$ cat src/design/acb_pkg.sv
// package for the add/subtract unit with carry and borrow flags
// assumes a single clock domain and a 32-bit AXI4-Lite register port
`default_nettype none

package acb_pkg;

   // register bus geometry and answers
   localparam int         ACB_AW         = 8;
   localparam logic [1:0] ACB_RESP_OKAY  = 2'h0;
   localparam logic [1:0] ACB_RESP_SLV   = 2'h2;

   // register byte offsets
   localparam logic [7:0] ACB_OFF_CTRL   = 8'h00;
   localparam logic [7:0] ACB_OFF_OPA    = 8'h04;
   localparam logic [7:0] ACB_OFF_OPB    = 8'h08;
   localparam logic [7:0] ACB_OFF_CMD    = 8'h0C;
   localparam logic [7:0] ACB_OFF_RESULT = 8'h10;
   localparam logic [7:0] ACB_OFF_FLAGS  = 8'h14;
   localparam logic [7:0] ACB_OFF_ISTAT  = 8'h18;
   localparam logic [7:0] ACB_OFF_IMASK  = 8'h1C;

   // field positions
   localparam int ACB_CTRL_WIDE   = 0;
   localparam int ACB_CTRL_SUB    = 1;
   localparam int ACB_CMD_START   = 0;
   localparam int ACB_FLAG_CARRY  = 0;
   localparam int ACB_FLAG_BORROW = 1;
   localparam int ACB_FLAG_ZERO   = 2;
   localparam int ACB_EV_DONE     = 0;
   localparam int ACB_EV_CARRY    = 1;
   localparam int ACB_EV_BORROW   = 2;
   localparam int ACB_EV_W        = 3;
   localparam int ACB_HALF        = 16;

   // reset values
   localparam logic [31:0]         ACB_CTRL_RST = 32'h0000_0000;
   localparam logic [ACB_EV_W-1:0] ACB_MASK_RST = 3'h0;

   // range limits of the result word, on a 33-bit signed scale
   localparam logic signed [32:0] ACB_POS16 = 33'sh0_0000_7FFF;
   localparam logic signed [32:0] ACB_NEG16 = 33'sh1_FFFF_8000;
   localparam logic signed [32:0] ACB_POS32 = 33'sh0_7FFF_FFFF;
   localparam logic signed [32:0] ACB_NEG32 = 33'sh1_8000_0000;

   // weight of an asserted carry or borrow, on a 34-bit signed scale
   localparam logic signed [33:0] ACB_WT16 = 34'sh0_0000_8000;
   localparam logic signed [33:0] ACB_WT32 = 34'sh0_8000_0000;

endpackage : acb_pkg

`default_nettype wire

$ cat src/design/acb_core.sv
// combinational signed adder/subtractor with carry, borrow and zero flags
// assumes operands in the low 16 bits when the narrow width is chosen
`default_nettype none

module acb_core (
   input  wire logic        wide,
   input  wire logic        sub,
   input  wire logic [31:0] opnd_a,
   input  wire logic [31:0] opnd_b,
   output logic      [31:0] word,
   output logic             carry,
   output logic             borrow,
   output logic             zero
);

   // sign-extends an operand of the chosen width to 33 bits
   function automatic logic signed [32:0] sext(input logic w, input logic [31:0] v);
      if (w)
         sext = {v[31], v};
      else
         sext = {{17{v[15]}}, v[15:0]};
   endfunction

   logic signed [32:0] true_sum;
   logic               fold;

   // exact result; 33 bits always hold it, for either width
   assign true_sum = sub ? (sext(wide, opnd_a) - sext(wide, opnd_b))
                         : (sext(wide, opnd_a) + sext(wide, opnd_b));

   // flags against the limits of the chosen width
   always_comb begin
      if (wide) begin
         carry  = true_sum > acb_pkg::ACB_POS32;
         borrow = true_sum < acb_pkg::ACB_NEG32;
      end else begin
         carry  = true_sum > acb_pkg::ACB_POS16;
         borrow = true_sum < acb_pkg::ACB_NEG16;
      end
   end

   // out of range: flip the msb so the word plus the flag weight is exact
   assign fold = carry | borrow;

   always_comb begin
      if (wide)
         word = {true_sum[31] ^ fold, true_sum[30:0]};
      else
         word = {16'h0000, true_sum[15] ^ fold, true_sum[14:0]};
   end

   // zero only for an exact zero result
   assign zero = (word == 32'h0000_0000) && !fold;

endmodule // acb_core

`default_nettype wire

$ cat src/design/acb_unit.sv
// add/subtract unit with carry and borrow flags, executor port and AXI4-Lite registers
// assumes one clock aclk, a synchronous active-low reset and a well-behaved bus master
//
// The register addresses and the AXI4-Lite register port were decided locally.
`default_nettype none

module acb_unit (
   input  wire logic                       aclk,
   input  wire logic                       aresetn,
   // register bus
   input  wire logic [acb_pkg::ACB_AW-1:0] s_axi_awaddr,
   input  wire logic                       s_axi_awvalid,
   output logic                            s_axi_awready,
   input  wire logic [31:0]                s_axi_wdata,
   input  wire logic [3:0]                 s_axi_wstrb,
   input  wire logic                       s_axi_wvalid,
   output logic                            s_axi_wready,
   output logic [1:0]                      s_axi_bresp,
   output logic                            s_axi_bvalid,
   input  wire logic                       s_axi_bready,
   input  wire logic [acb_pkg::ACB_AW-1:0] s_axi_araddr,
   input  wire logic                       s_axi_arvalid,
   output logic                            s_axi_arready,
   output logic [31:0]                     s_axi_rdata,
   output logic [1:0]                      s_axi_rresp,
   output logic                            s_axi_rvalid,
   input  wire logic                       s_axi_rready,
   // executor request
   input  wire logic                       exe_req,
   input  wire logic                       exe_sub,
   input  wire logic                       exe_wide,
   input  wire logic [31:0]                exe_opnd_a,
   input  wire logic [31:0]                exe_opnd_b,
   // result and flag_result_bits
   output logic                            res_valid,
   output logic [31:0]                     res_word,
   output logic                            res_carry,
   output logic                            res_borrow,
   output logic                            res_zero,
   output logic                            irq
);

   // true when an address names the register at the given offset
   function automatic logic hit(input logic [acb_pkg::ACB_AW-1:0] a,
                                input logic [7:0] off);
      hit = (a == off);
   endfunction

   // byte-lane merge of a write into a stored word
   function automatic logic [31:0] merge(input logic [31:0] old, input logic [31:0] d,
                                         input logic [3:0] s);
      for (int i = 0; i < 4; i++)
         merge[i*8 +: 8] = s[i] ? d[i*8 +: 8] : old[i*8 +: 8];
   endfunction

   // true for an offset that a register occupies
   function automatic logic mapped(input logic [acb_pkg::ACB_AW-1:0] a);
      mapped = hit(a, acb_pkg::ACB_OFF_CTRL)   || hit(a, acb_pkg::ACB_OFF_OPA)   ||
               hit(a, acb_pkg::ACB_OFF_OPB)    || hit(a, acb_pkg::ACB_OFF_CMD)   ||
               hit(a, acb_pkg::ACB_OFF_RESULT) || hit(a, acb_pkg::ACB_OFF_FLAGS) ||
               hit(a, acb_pkg::ACB_OFF_ISTAT)  || hit(a, acb_pkg::ACB_OFF_IMASK);
   endfunction

   logic [acb_pkg::ACB_AW-1:0]  awaddr_reg;
   logic                        aw_held_reg;
   logic [31:0]                 wdata_reg;
   logic [3:0]                  wstrb_reg;
   logic                        w_held_reg;
   logic                        bvalid_reg;
   logic [1:0]                  bresp_reg;
   logic                        rvalid_reg;
   logic [1:0]                  rresp_reg;
   logic [31:0]                 rdata_reg;
   logic [31:0]                 ctrl_reg;
   logic [31:0]                 opa_reg;
   logic [31:0]                 opb_reg;
   logic                        sw_pend_reg;
   logic [acb_pkg::ACB_EV_W-1:0] istat_reg;
   logic [acb_pkg::ACB_EV_W-1:0] imask_reg;
   logic [acb_pkg::ACB_EV_W-1:0] istat_next;
   logic [acb_pkg::ACB_EV_W-1:0] ev_set;
   logic                        wr_do;
   logic                        rd_do;
   logic                        cmd_start;
   logic                        start;
   logic                        sel_wide;
   logic                        sel_sub;
   logic [31:0]                 sel_a;
   logic [31:0]                 sel_b;
   logic [31:0]                 core_word;
   logic                        core_carry;
   logic                        core_borrow;
   logic                        core_zero;
   logic [31:0]                 rd_mux;

   // handshake outputs
   assign s_axi_awready = !aw_held_reg && !bvalid_reg;
   assign s_axi_wready  = !w_held_reg && !bvalid_reg;
   assign s_axi_arready = !rvalid_reg;
   assign s_axi_bvalid  = bvalid_reg;
   assign s_axi_bresp   = bresp_reg;
   assign s_axi_rvalid  = rvalid_reg;
   assign s_axi_rresp   = rresp_reg;
   assign s_axi_rdata   = rdata_reg;

   // a write completes once address and data are both held
   assign wr_do = aw_held_reg && w_held_reg && !bvalid_reg;
   assign rd_do = s_axi_arvalid && s_axi_arready;
   assign cmd_start = wr_do && hit(awaddr_reg, acb_pkg::ACB_OFF_CMD) &&
                      wstrb_reg[0] && wdata_reg[acb_pkg::ACB_CMD_START];

   // write address channel, taken in any order with data
   always_ff @(posedge aclk) begin
      if (!aresetn) begin
         aw_held_reg <= 1'b0;
         awaddr_reg  <= '0;
      end else if (s_axi_awvalid && s_axi_awready) begin
         aw_held_reg <= 1'b1;
         awaddr_reg  <= s_axi_awaddr;
      end else if (wr_do) begin
         aw_held_reg <= 1'b0;
      end
   end

   // write data channel
   always_ff @(posedge aclk) begin
      if (!aresetn) begin
         w_held_reg <= 1'b0;
         wdata_reg  <= 32'h0000_0000;
         wstrb_reg  <= 4'h0;
      end else if (s_axi_wvalid && s_axi_wready) begin
         w_held_reg <= 1'b1;
         wdata_reg  <= s_axi_wdata;
         wstrb_reg  <= s_axi_wstrb;
      end else if (wr_do) begin
         w_held_reg <= 1'b0;
      end
   end

   // write response, error for an unmapped offset
   always_ff @(posedge aclk) begin
      if (!aresetn) begin
         bvalid_reg <= 1'b0;
         bresp_reg  <= acb_pkg::ACB_RESP_OKAY;
      end else if (wr_do) begin
         bvalid_reg <= 1'b1;
         bresp_reg  <= mapped(awaddr_reg) ? acb_pkg::ACB_RESP_OKAY : acb_pkg::ACB_RESP_SLV;
      end else if (s_axi_bready) begin
         bvalid_reg <= 1'b0;
      end
   end

   // software-writable registers
   always_ff @(posedge aclk) begin
      if (!aresetn) begin
         ctrl_reg  <= acb_pkg::ACB_CTRL_RST;
         opa_reg   <= 32'h0000_0000;
         opb_reg   <= 32'h0000_0000;
         imask_reg <= acb_pkg::ACB_MASK_RST;
      end else if (wr_do) begin
         if (hit(awaddr_reg, acb_pkg::ACB_OFF_CTRL))
            ctrl_reg <= merge(ctrl_reg, wdata_reg, wstrb_reg)
                        & {30'h0000_0000, 2'h3};
         if (hit(awaddr_reg, acb_pkg::ACB_OFF_OPA))
            opa_reg <= merge(opa_reg, wdata_reg, wstrb_reg);
         if (hit(awaddr_reg, acb_pkg::ACB_OFF_OPB))
            opb_reg <= merge(opb_reg, wdata_reg, wstrb_reg);
         if (hit(awaddr_reg, acb_pkg::ACB_OFF_IMASK) && wstrb_reg[0])
            imask_reg <= wdata_reg[acb_pkg::ACB_EV_W-1:0];
      end
   end

   // software start waits while the executor holds the unit
   always_ff @(posedge aclk) begin
      if (!aresetn)
         sw_pend_reg <= 1'b0;
      else if (cmd_start)
         sw_pend_reg <= 1'b1;
      else if (!exe_req)
         sw_pend_reg <= 1'b0;
   end

   // operand selection, executor first
   assign start    = exe_req || sw_pend_reg;
   assign sel_wide = exe_req ? exe_wide   : ctrl_reg[acb_pkg::ACB_CTRL_WIDE];
   assign sel_sub  = exe_req ? exe_sub    : ctrl_reg[acb_pkg::ACB_CTRL_SUB];
   assign sel_a    = exe_req ? exe_opnd_a : opa_reg;
   assign sel_b    = exe_req ? exe_opnd_b : opb_reg;

   // signed arithmetic and flag derivation
   acb_core u_core (
      .wide   (sel_wide),
      .sub    (sel_sub),
      .opnd_a (sel_a),
      .opnd_b (sel_b),
      .word   (core_word),
      .carry  (core_carry),
      .borrow (core_borrow),
      .zero   (core_zero)
   );

   // word and flags latch together on a request, then hold
   always_ff @(posedge aclk) begin
      if (!aresetn) begin
         res_word   <= 32'h0000_0000;
         res_carry  <= 1'b0;
         res_borrow <= 1'b0;
         res_zero   <= 1'b0;
      end else if (start) begin
         res_word   <= core_word;
         res_carry  <= core_carry;
         res_borrow <= core_borrow;
         res_zero   <= core_zero;
      end
   end

   // one-cycle marker that new results stand
   always_ff @(posedge aclk) begin
      if (!aresetn)
         res_valid <= 1'b0;
      else
         res_valid <= start;
   end

   // sticky events, write one to clear, a new event beats the clear
   always_comb begin
      ev_set = '0;
      ev_set[acb_pkg::ACB_EV_DONE]   = res_valid;
      ev_set[acb_pkg::ACB_EV_CARRY]  = res_valid && res_carry;
      ev_set[acb_pkg::ACB_EV_BORROW] = res_valid && res_borrow;
      istat_next = istat_reg;
      if (wr_do && hit(awaddr_reg, acb_pkg::ACB_OFF_ISTAT) && wstrb_reg[0])
         istat_next = istat_reg & ~wdata_reg[acb_pkg::ACB_EV_W-1:0];
      istat_next = istat_next | ev_set;
   end

   always_ff @(posedge aclk) begin
      if (!aresetn)
         istat_reg <= '0;
      else
         istat_reg <= istat_next;
   end

   // level interrupt from unmasked events
   always_ff @(posedge aclk) begin
      if (!aresetn)
         irq <= 1'b0;
      else
         irq <= |(istat_next & imask_reg);
   end

   // read data selection
   always_comb begin
      rd_mux = 32'h0000_0000;
      if (hit(s_axi_araddr, acb_pkg::ACB_OFF_CTRL))
         rd_mux = ctrl_reg;
      else if (hit(s_axi_araddr, acb_pkg::ACB_OFF_OPA))
         rd_mux = opa_reg;
      else if (hit(s_axi_araddr, acb_pkg::ACB_OFF_OPB))
         rd_mux = opb_reg;
      else if (hit(s_axi_araddr, acb_pkg::ACB_OFF_CMD))
         rd_mux[acb_pkg::ACB_CMD_START] = sw_pend_reg;
      else if (hit(s_axi_araddr, acb_pkg::ACB_OFF_RESULT))
         rd_mux = res_word;
      else if (hit(s_axi_araddr, acb_pkg::ACB_OFF_FLAGS)) begin
         rd_mux[acb_pkg::ACB_FLAG_CARRY]  = res_carry;
         rd_mux[acb_pkg::ACB_FLAG_BORROW] = res_borrow;
         rd_mux[acb_pkg::ACB_FLAG_ZERO]   = res_zero;
      end else if (hit(s_axi_araddr, acb_pkg::ACB_OFF_ISTAT))
         rd_mux[acb_pkg::ACB_EV_W-1:0] = istat_reg;
      else if (hit(s_axi_araddr, acb_pkg::ACB_OFF_IMASK))
         rd_mux[acb_pkg::ACB_EV_W-1:0] = imask_reg;
   end

   // read channel, answer one cycle after the address is taken
   always_ff @(posedge aclk) begin
      if (!aresetn) begin
         rvalid_reg <= 1'b0;
         rresp_reg  <= acb_pkg::ACB_RESP_OKAY;
         rdata_reg  <= 32'h0000_0000;
      end else if (rd_do) begin
         rvalid_reg <= 1'b1;
         rresp_reg  <= mapped(s_axi_araddr) ? acb_pkg::ACB_RESP_OKAY : acb_pkg::ACB_RESP_SLV;
         rdata_reg  <= rd_mux;
      end else if (s_axi_rready) begin
         rvalid_reg <= 1'b0;
      end
   end

   // checking model: exact result of the taken request and the width used
   logic signed [33:0] chk_true_reg;
   logic               chk_wide_reg;
   logic signed [33:0] chk_recon;
   logic signed [33:0] chk_pos;
   logic signed [33:0] chk_neg;

   always_ff @(posedge aclk) begin
      if (!aresetn) begin
         chk_true_reg <= '0;
         chk_wide_reg <= 1'b0;
      end else if (start) begin
         chk_wide_reg <= sel_wide;
         if (sel_wide)
            chk_true_reg <= sel_sub ? (34'(signed'(sel_a)) - 34'(signed'(sel_b)))
                                    : (34'(signed'(sel_a)) + 34'(signed'(sel_b)));
         else
            chk_true_reg <= sel_sub
               ? (34'(signed'(sel_a[15:0])) - 34'(signed'(sel_b[15:0])))
               : (34'(signed'(sel_a[15:0])) + 34'(signed'(sel_b[15:0])));
      end
   end

   // word read back as signed plus the weight of the flags
   always_comb begin
      if (chk_wide_reg) begin
         chk_pos   = 34'(acb_pkg::ACB_POS32);
         chk_neg   = 34'(acb_pkg::ACB_NEG32);
         chk_recon = 34'(signed'(res_word))
                   + (res_carry ? acb_pkg::ACB_WT32 : 34'sh0)
                   - (res_borrow ? acb_pkg::ACB_WT32 : 34'sh0);
      end else begin
         chk_pos   = 34'(acb_pkg::ACB_POS16);
         chk_neg   = 34'(acb_pkg::ACB_NEG16);
         chk_recon = 34'(signed'(res_word[15:0]))
                   + (res_carry ? acb_pkg::ACB_WT16 : 34'sh0)
                   - (res_borrow ? acb_pkg::ACB_WT16 : 34'sh0);
      end
   end
endmodule // acb_unit

`default_nettype wire

$ cat config.mk
export PLATFORM = sky130hd
export DESIGN_NAME = acb_unit
export DESIGN_NICKNAME = d
export VERILOG_FILES = /design/src/design/acb_pkg.sv /design/src/design/acb_core.sv /design/src/design/acb_unit.sv
export SDC_FILE = /design/constraint.sdc
export NUM_CORES = 1
export LEC_CHECK = 0
export ABC_AREA = 0
export ABC_CLOCK_PERIOD_IN_PS = 12250
export BUFFER_PORTS_ARGS = -buffer_cell sky130_fd_sc_hd__buf_2
export CORE_ASPECT_RATIO = 0.8
export CORE_MARGIN = 3
export CORE_UTILIZATION = 62
export DETAILED_ROUTE_END_ITERATION = 8
export HOLD_SLACK_MARGIN = 0.12
export PLACE_DENSITY = 0.87
export SYNTH_ARGS = -nofsm -noshare
export SYNTH_HDL_FRONTEND = slang
export SYNTH_SLANG_ARGS = --single-unit
export TNS_END_PERCENT = 30
$ cat constraint.sdc
create_clock -name aclk -period 12.25 [get_ports aclk]
set_clock_uncertainty 0.15 [all_clocks]
set_input_delay 0.6125 -clock aclk [delete_from_list [all_inputs] [get_ports aclk]]
set_output_delay 0.6125 -clock aclk [all_outputs]
set_load 0.1 [all_outputs]
==> reports/metrics.yaml <==
path_clk_slew_ns: 0.09
worstPathArrival_ns: 7.32
cpMaxStageDelayCell: "a2111oi_0"
route.detailed.drc: 15
layout-drive-gt1-share_pct: 18.1
cp_max_fo: 48
drv_cap: 0
grt_setup_unrepaired: "no"
grt_max_degree: 98
synth_area_leaders: "dfxtp_1, mux2i_1, nand2_1"
maxSlewViolCount: 0
synthesis.area_mm2: 0.0123
use_met1_pct: 57.9
worstPathCellList: "buf_4, mux2i_1, ha_1, or4bb_1, a22o_1, nor4_1, or3b_2, nand2_1, xnor2_1, ha_1, nand2_1, o21ai_0, a2111oi_0, o22ai_1, o311ai_0, nand4_1, or4b_4, nor3_2, o22ai_1, xnor2_1, o21ba_1"
synthCells: 1522
wire_per_inst_um: 23.5
synth.top_cell.area_share_pct: 31.2
via_count: 12900
htree_num_levels: 4
groute.usage.overall_pct: 40.1
die_y_um: 132
ys_types: 93
ys_ff_latch: 192
use_met2_pct: 58.4
comb_power_share_pct: 31.1
post-synth-top-count-cell: "nand2_1"
synth_top_area_cell: "dfxtp_1"
grt.met3_usage_pct: 10.9
hold_path_class: "in2reg"
hold_buffers: 0
cp-end-kind: "flop"
io_pins: 204
ant_nets: 0
yosysWarnings: 0
n_antenna_cell: 0
clock-root-buffer: "clkbuf_16"
holdPathStages: 3
fin_crit_sh_pct: 58.2
drtIter0Drc: 2143
portBuffers: 201
r2r_cells: 20
numCtsBuffers: 17
gp_congestion: 1.05
grt_remaining_overflow: 0
yosysSeqAreaShare_pct: 31.2
cts_max_path_buffers: 2
grt_pass1_vias: 11900
n_fill_cell: 1401
insertion_delay_ns: 0.45
slowest_delay_ns: 0.73
antenna_found_initial: 1
nets: 1812
p_per_area_mw_per_mm2: 132
ir_drop_mv: 0.114
fmaxAchievable_mhz: 140
timing.setup.tns_ns: 0
coreArea_mm2: 0.0192
tightest_slew_ns: 1.38
finalSetupViolations: 0
die_x_um: 164
dieArea_mm2: 0.0216
ys.flop_type: "dfxtp_1"
p_leak_nw: 6.08
p_sw_uw: 724
p_int_mw: 1.12
start_util_pct: 64.1
swShare_pct: 39.3
hold_viol: 0
rows: 45
violations: "design-rule violations"
grt_pass1_wl_um: 68200
min_period_ns: 7.13
critical_path_class: "in2reg"
p_clk_share_pct: 32.2
seqPwrFrac_pct: 36.7
worst_setup_path_start_kind: "primary input"
avgSynthCellArea_um2: 8.09
cts_tree: "built"
worstPathRequired_ns: 12.44
drt-pass1-iter-count: 9
clkSinkCount: 192
busiest_layer: "met2"
synthArstFlopShare_pct: 0
hpwl_um: 33400
maxSlewHeadroom_pct: 6.94
hold-worst-slack_ns: 0.247
postCtsSetupBuffers: 0
synth_common_cells: "nand2_1, dfxtp_1, mux2i_1"
post_cts_resized: 0
wl_um: 45100
status: "finished with violations"
area_delta_synth_final_pct: 13.4
via_per_inst: 6.70
synth-edff-count: 0
[final cells by class]
type                       instances  area, um^2  share of cell area [%]
sequential                       192        3840                    27.5
timing repair buffer             213        1100                    7.89
tap                              258         323                    2.31
clock inverter                    14         186                    1.34
inverter                          18        67.6                   0.484
clock buffer                      17         425                    3.05
multi-input combinational       1210        8010                    57.4
[cell usage in the layout, fill, tap and decap left out, types with 7 or more instances in the layout]
cell type,n
nand2_1,220
buf_2,199
dfxtp_1,192
mux2i_1,94
o21ai_0,93
nor2b_1,87
nor2_1,81
a21oi_1,56
and2_1,55
a21boi_0,54
nand3_1,39
nor3_1,33
ha_1,33
a222oi_1,30
xnor2_1,28
mux2_2,23
nand2b_1,23
xor2_1,20
o31ai_1,20
inv_1,17
clkbuf_16,17
buf_4,14
a22oi_1,13
a21o_1,11
nand4_1,11
or3_1,10
nor4_1,9
or2_2,9
o211ai_1,8
a32o_1,7
[power by group through the flow]
stage	sequential (mW)	combinational, mW	clock [mW]
2_1_floorplan	0.766	0.320	0
3_3_place_gp	0.686	0.549	0
3_5_place_dp	0.687	0.549	0
4_1_cts	0.673	0.554	0.589
5_1_grt	0.677	0.604	0.613
6_report	0.675	0.571	0.592
[worst paths after layout]
| path | from | end | slack [ns] |
|---|---|---|---|
| max reg2reg | ctrl_reg[0]$_SDFFE_PN0P_ | res_zero$_SDFFE_PN0P_ | 5.39 |
| min | s_axi_wdata[27] | wdata_reg[27]$_SDFFE_PN0P_ | 0.25 |
| min reg2reg | awaddr_reg[5]$_SDFFE_PN0P_ | awaddr_reg[5]$_SDFFE_PN0P_ | 0.33 |
| max | exe_req | res_word[15]$_SDFFE_PN0P_ | 5.12 |
[cell families after synthesis]
kind of cell    count (synthesis)  synth area share, %
buf+inv                       121                 3.91
simple gates                  622                 25.7
compound gates                385                 22.1
other cells                     1               0.0305
fa+ha+maj                      34                 3.52
mux                           119                 10.1
xor+xnor                       48                 3.42
flops                         192                 31.2
[per-stage QoR]
step	instance area (um^2)	worst slack [ns]	std cells	util (%)	power, mW
final	14000	5.12	1922	72.7	1.84
after global routing	14000	4.67	1922	72.7	1.89
after CTS	14000	5.25	1922	72.7	1.82
after detailed placement	13300	4.89	1891	69.5	1.24
after global placement	13300	4.99	1891	69.5	1.23
after floorplan	12300	5.24	1523	-	1.09
[metal layers]
layer | wire length [um] | part of all wire (%)
met5 | 15 | 0.033
met4 | 1480 | 3.3
met3 | 6490 | 14
met2 | 18900 | 42
met1 | 18200 | 40
[critical path: cells and delay by family]
kind / cells / cell delay (ns)
buffers and inverters: 1 / 0.46
and+or+nand+nor: 8 / 3.07
adders and majority gates: 2 / 0.63
muxes: 1 / 0.40
xor gates and xnor gates: 2 / 0.28
AOI/OAI and AO/OA: 7 / 1.85
Power figures use the tool's default switching activity.
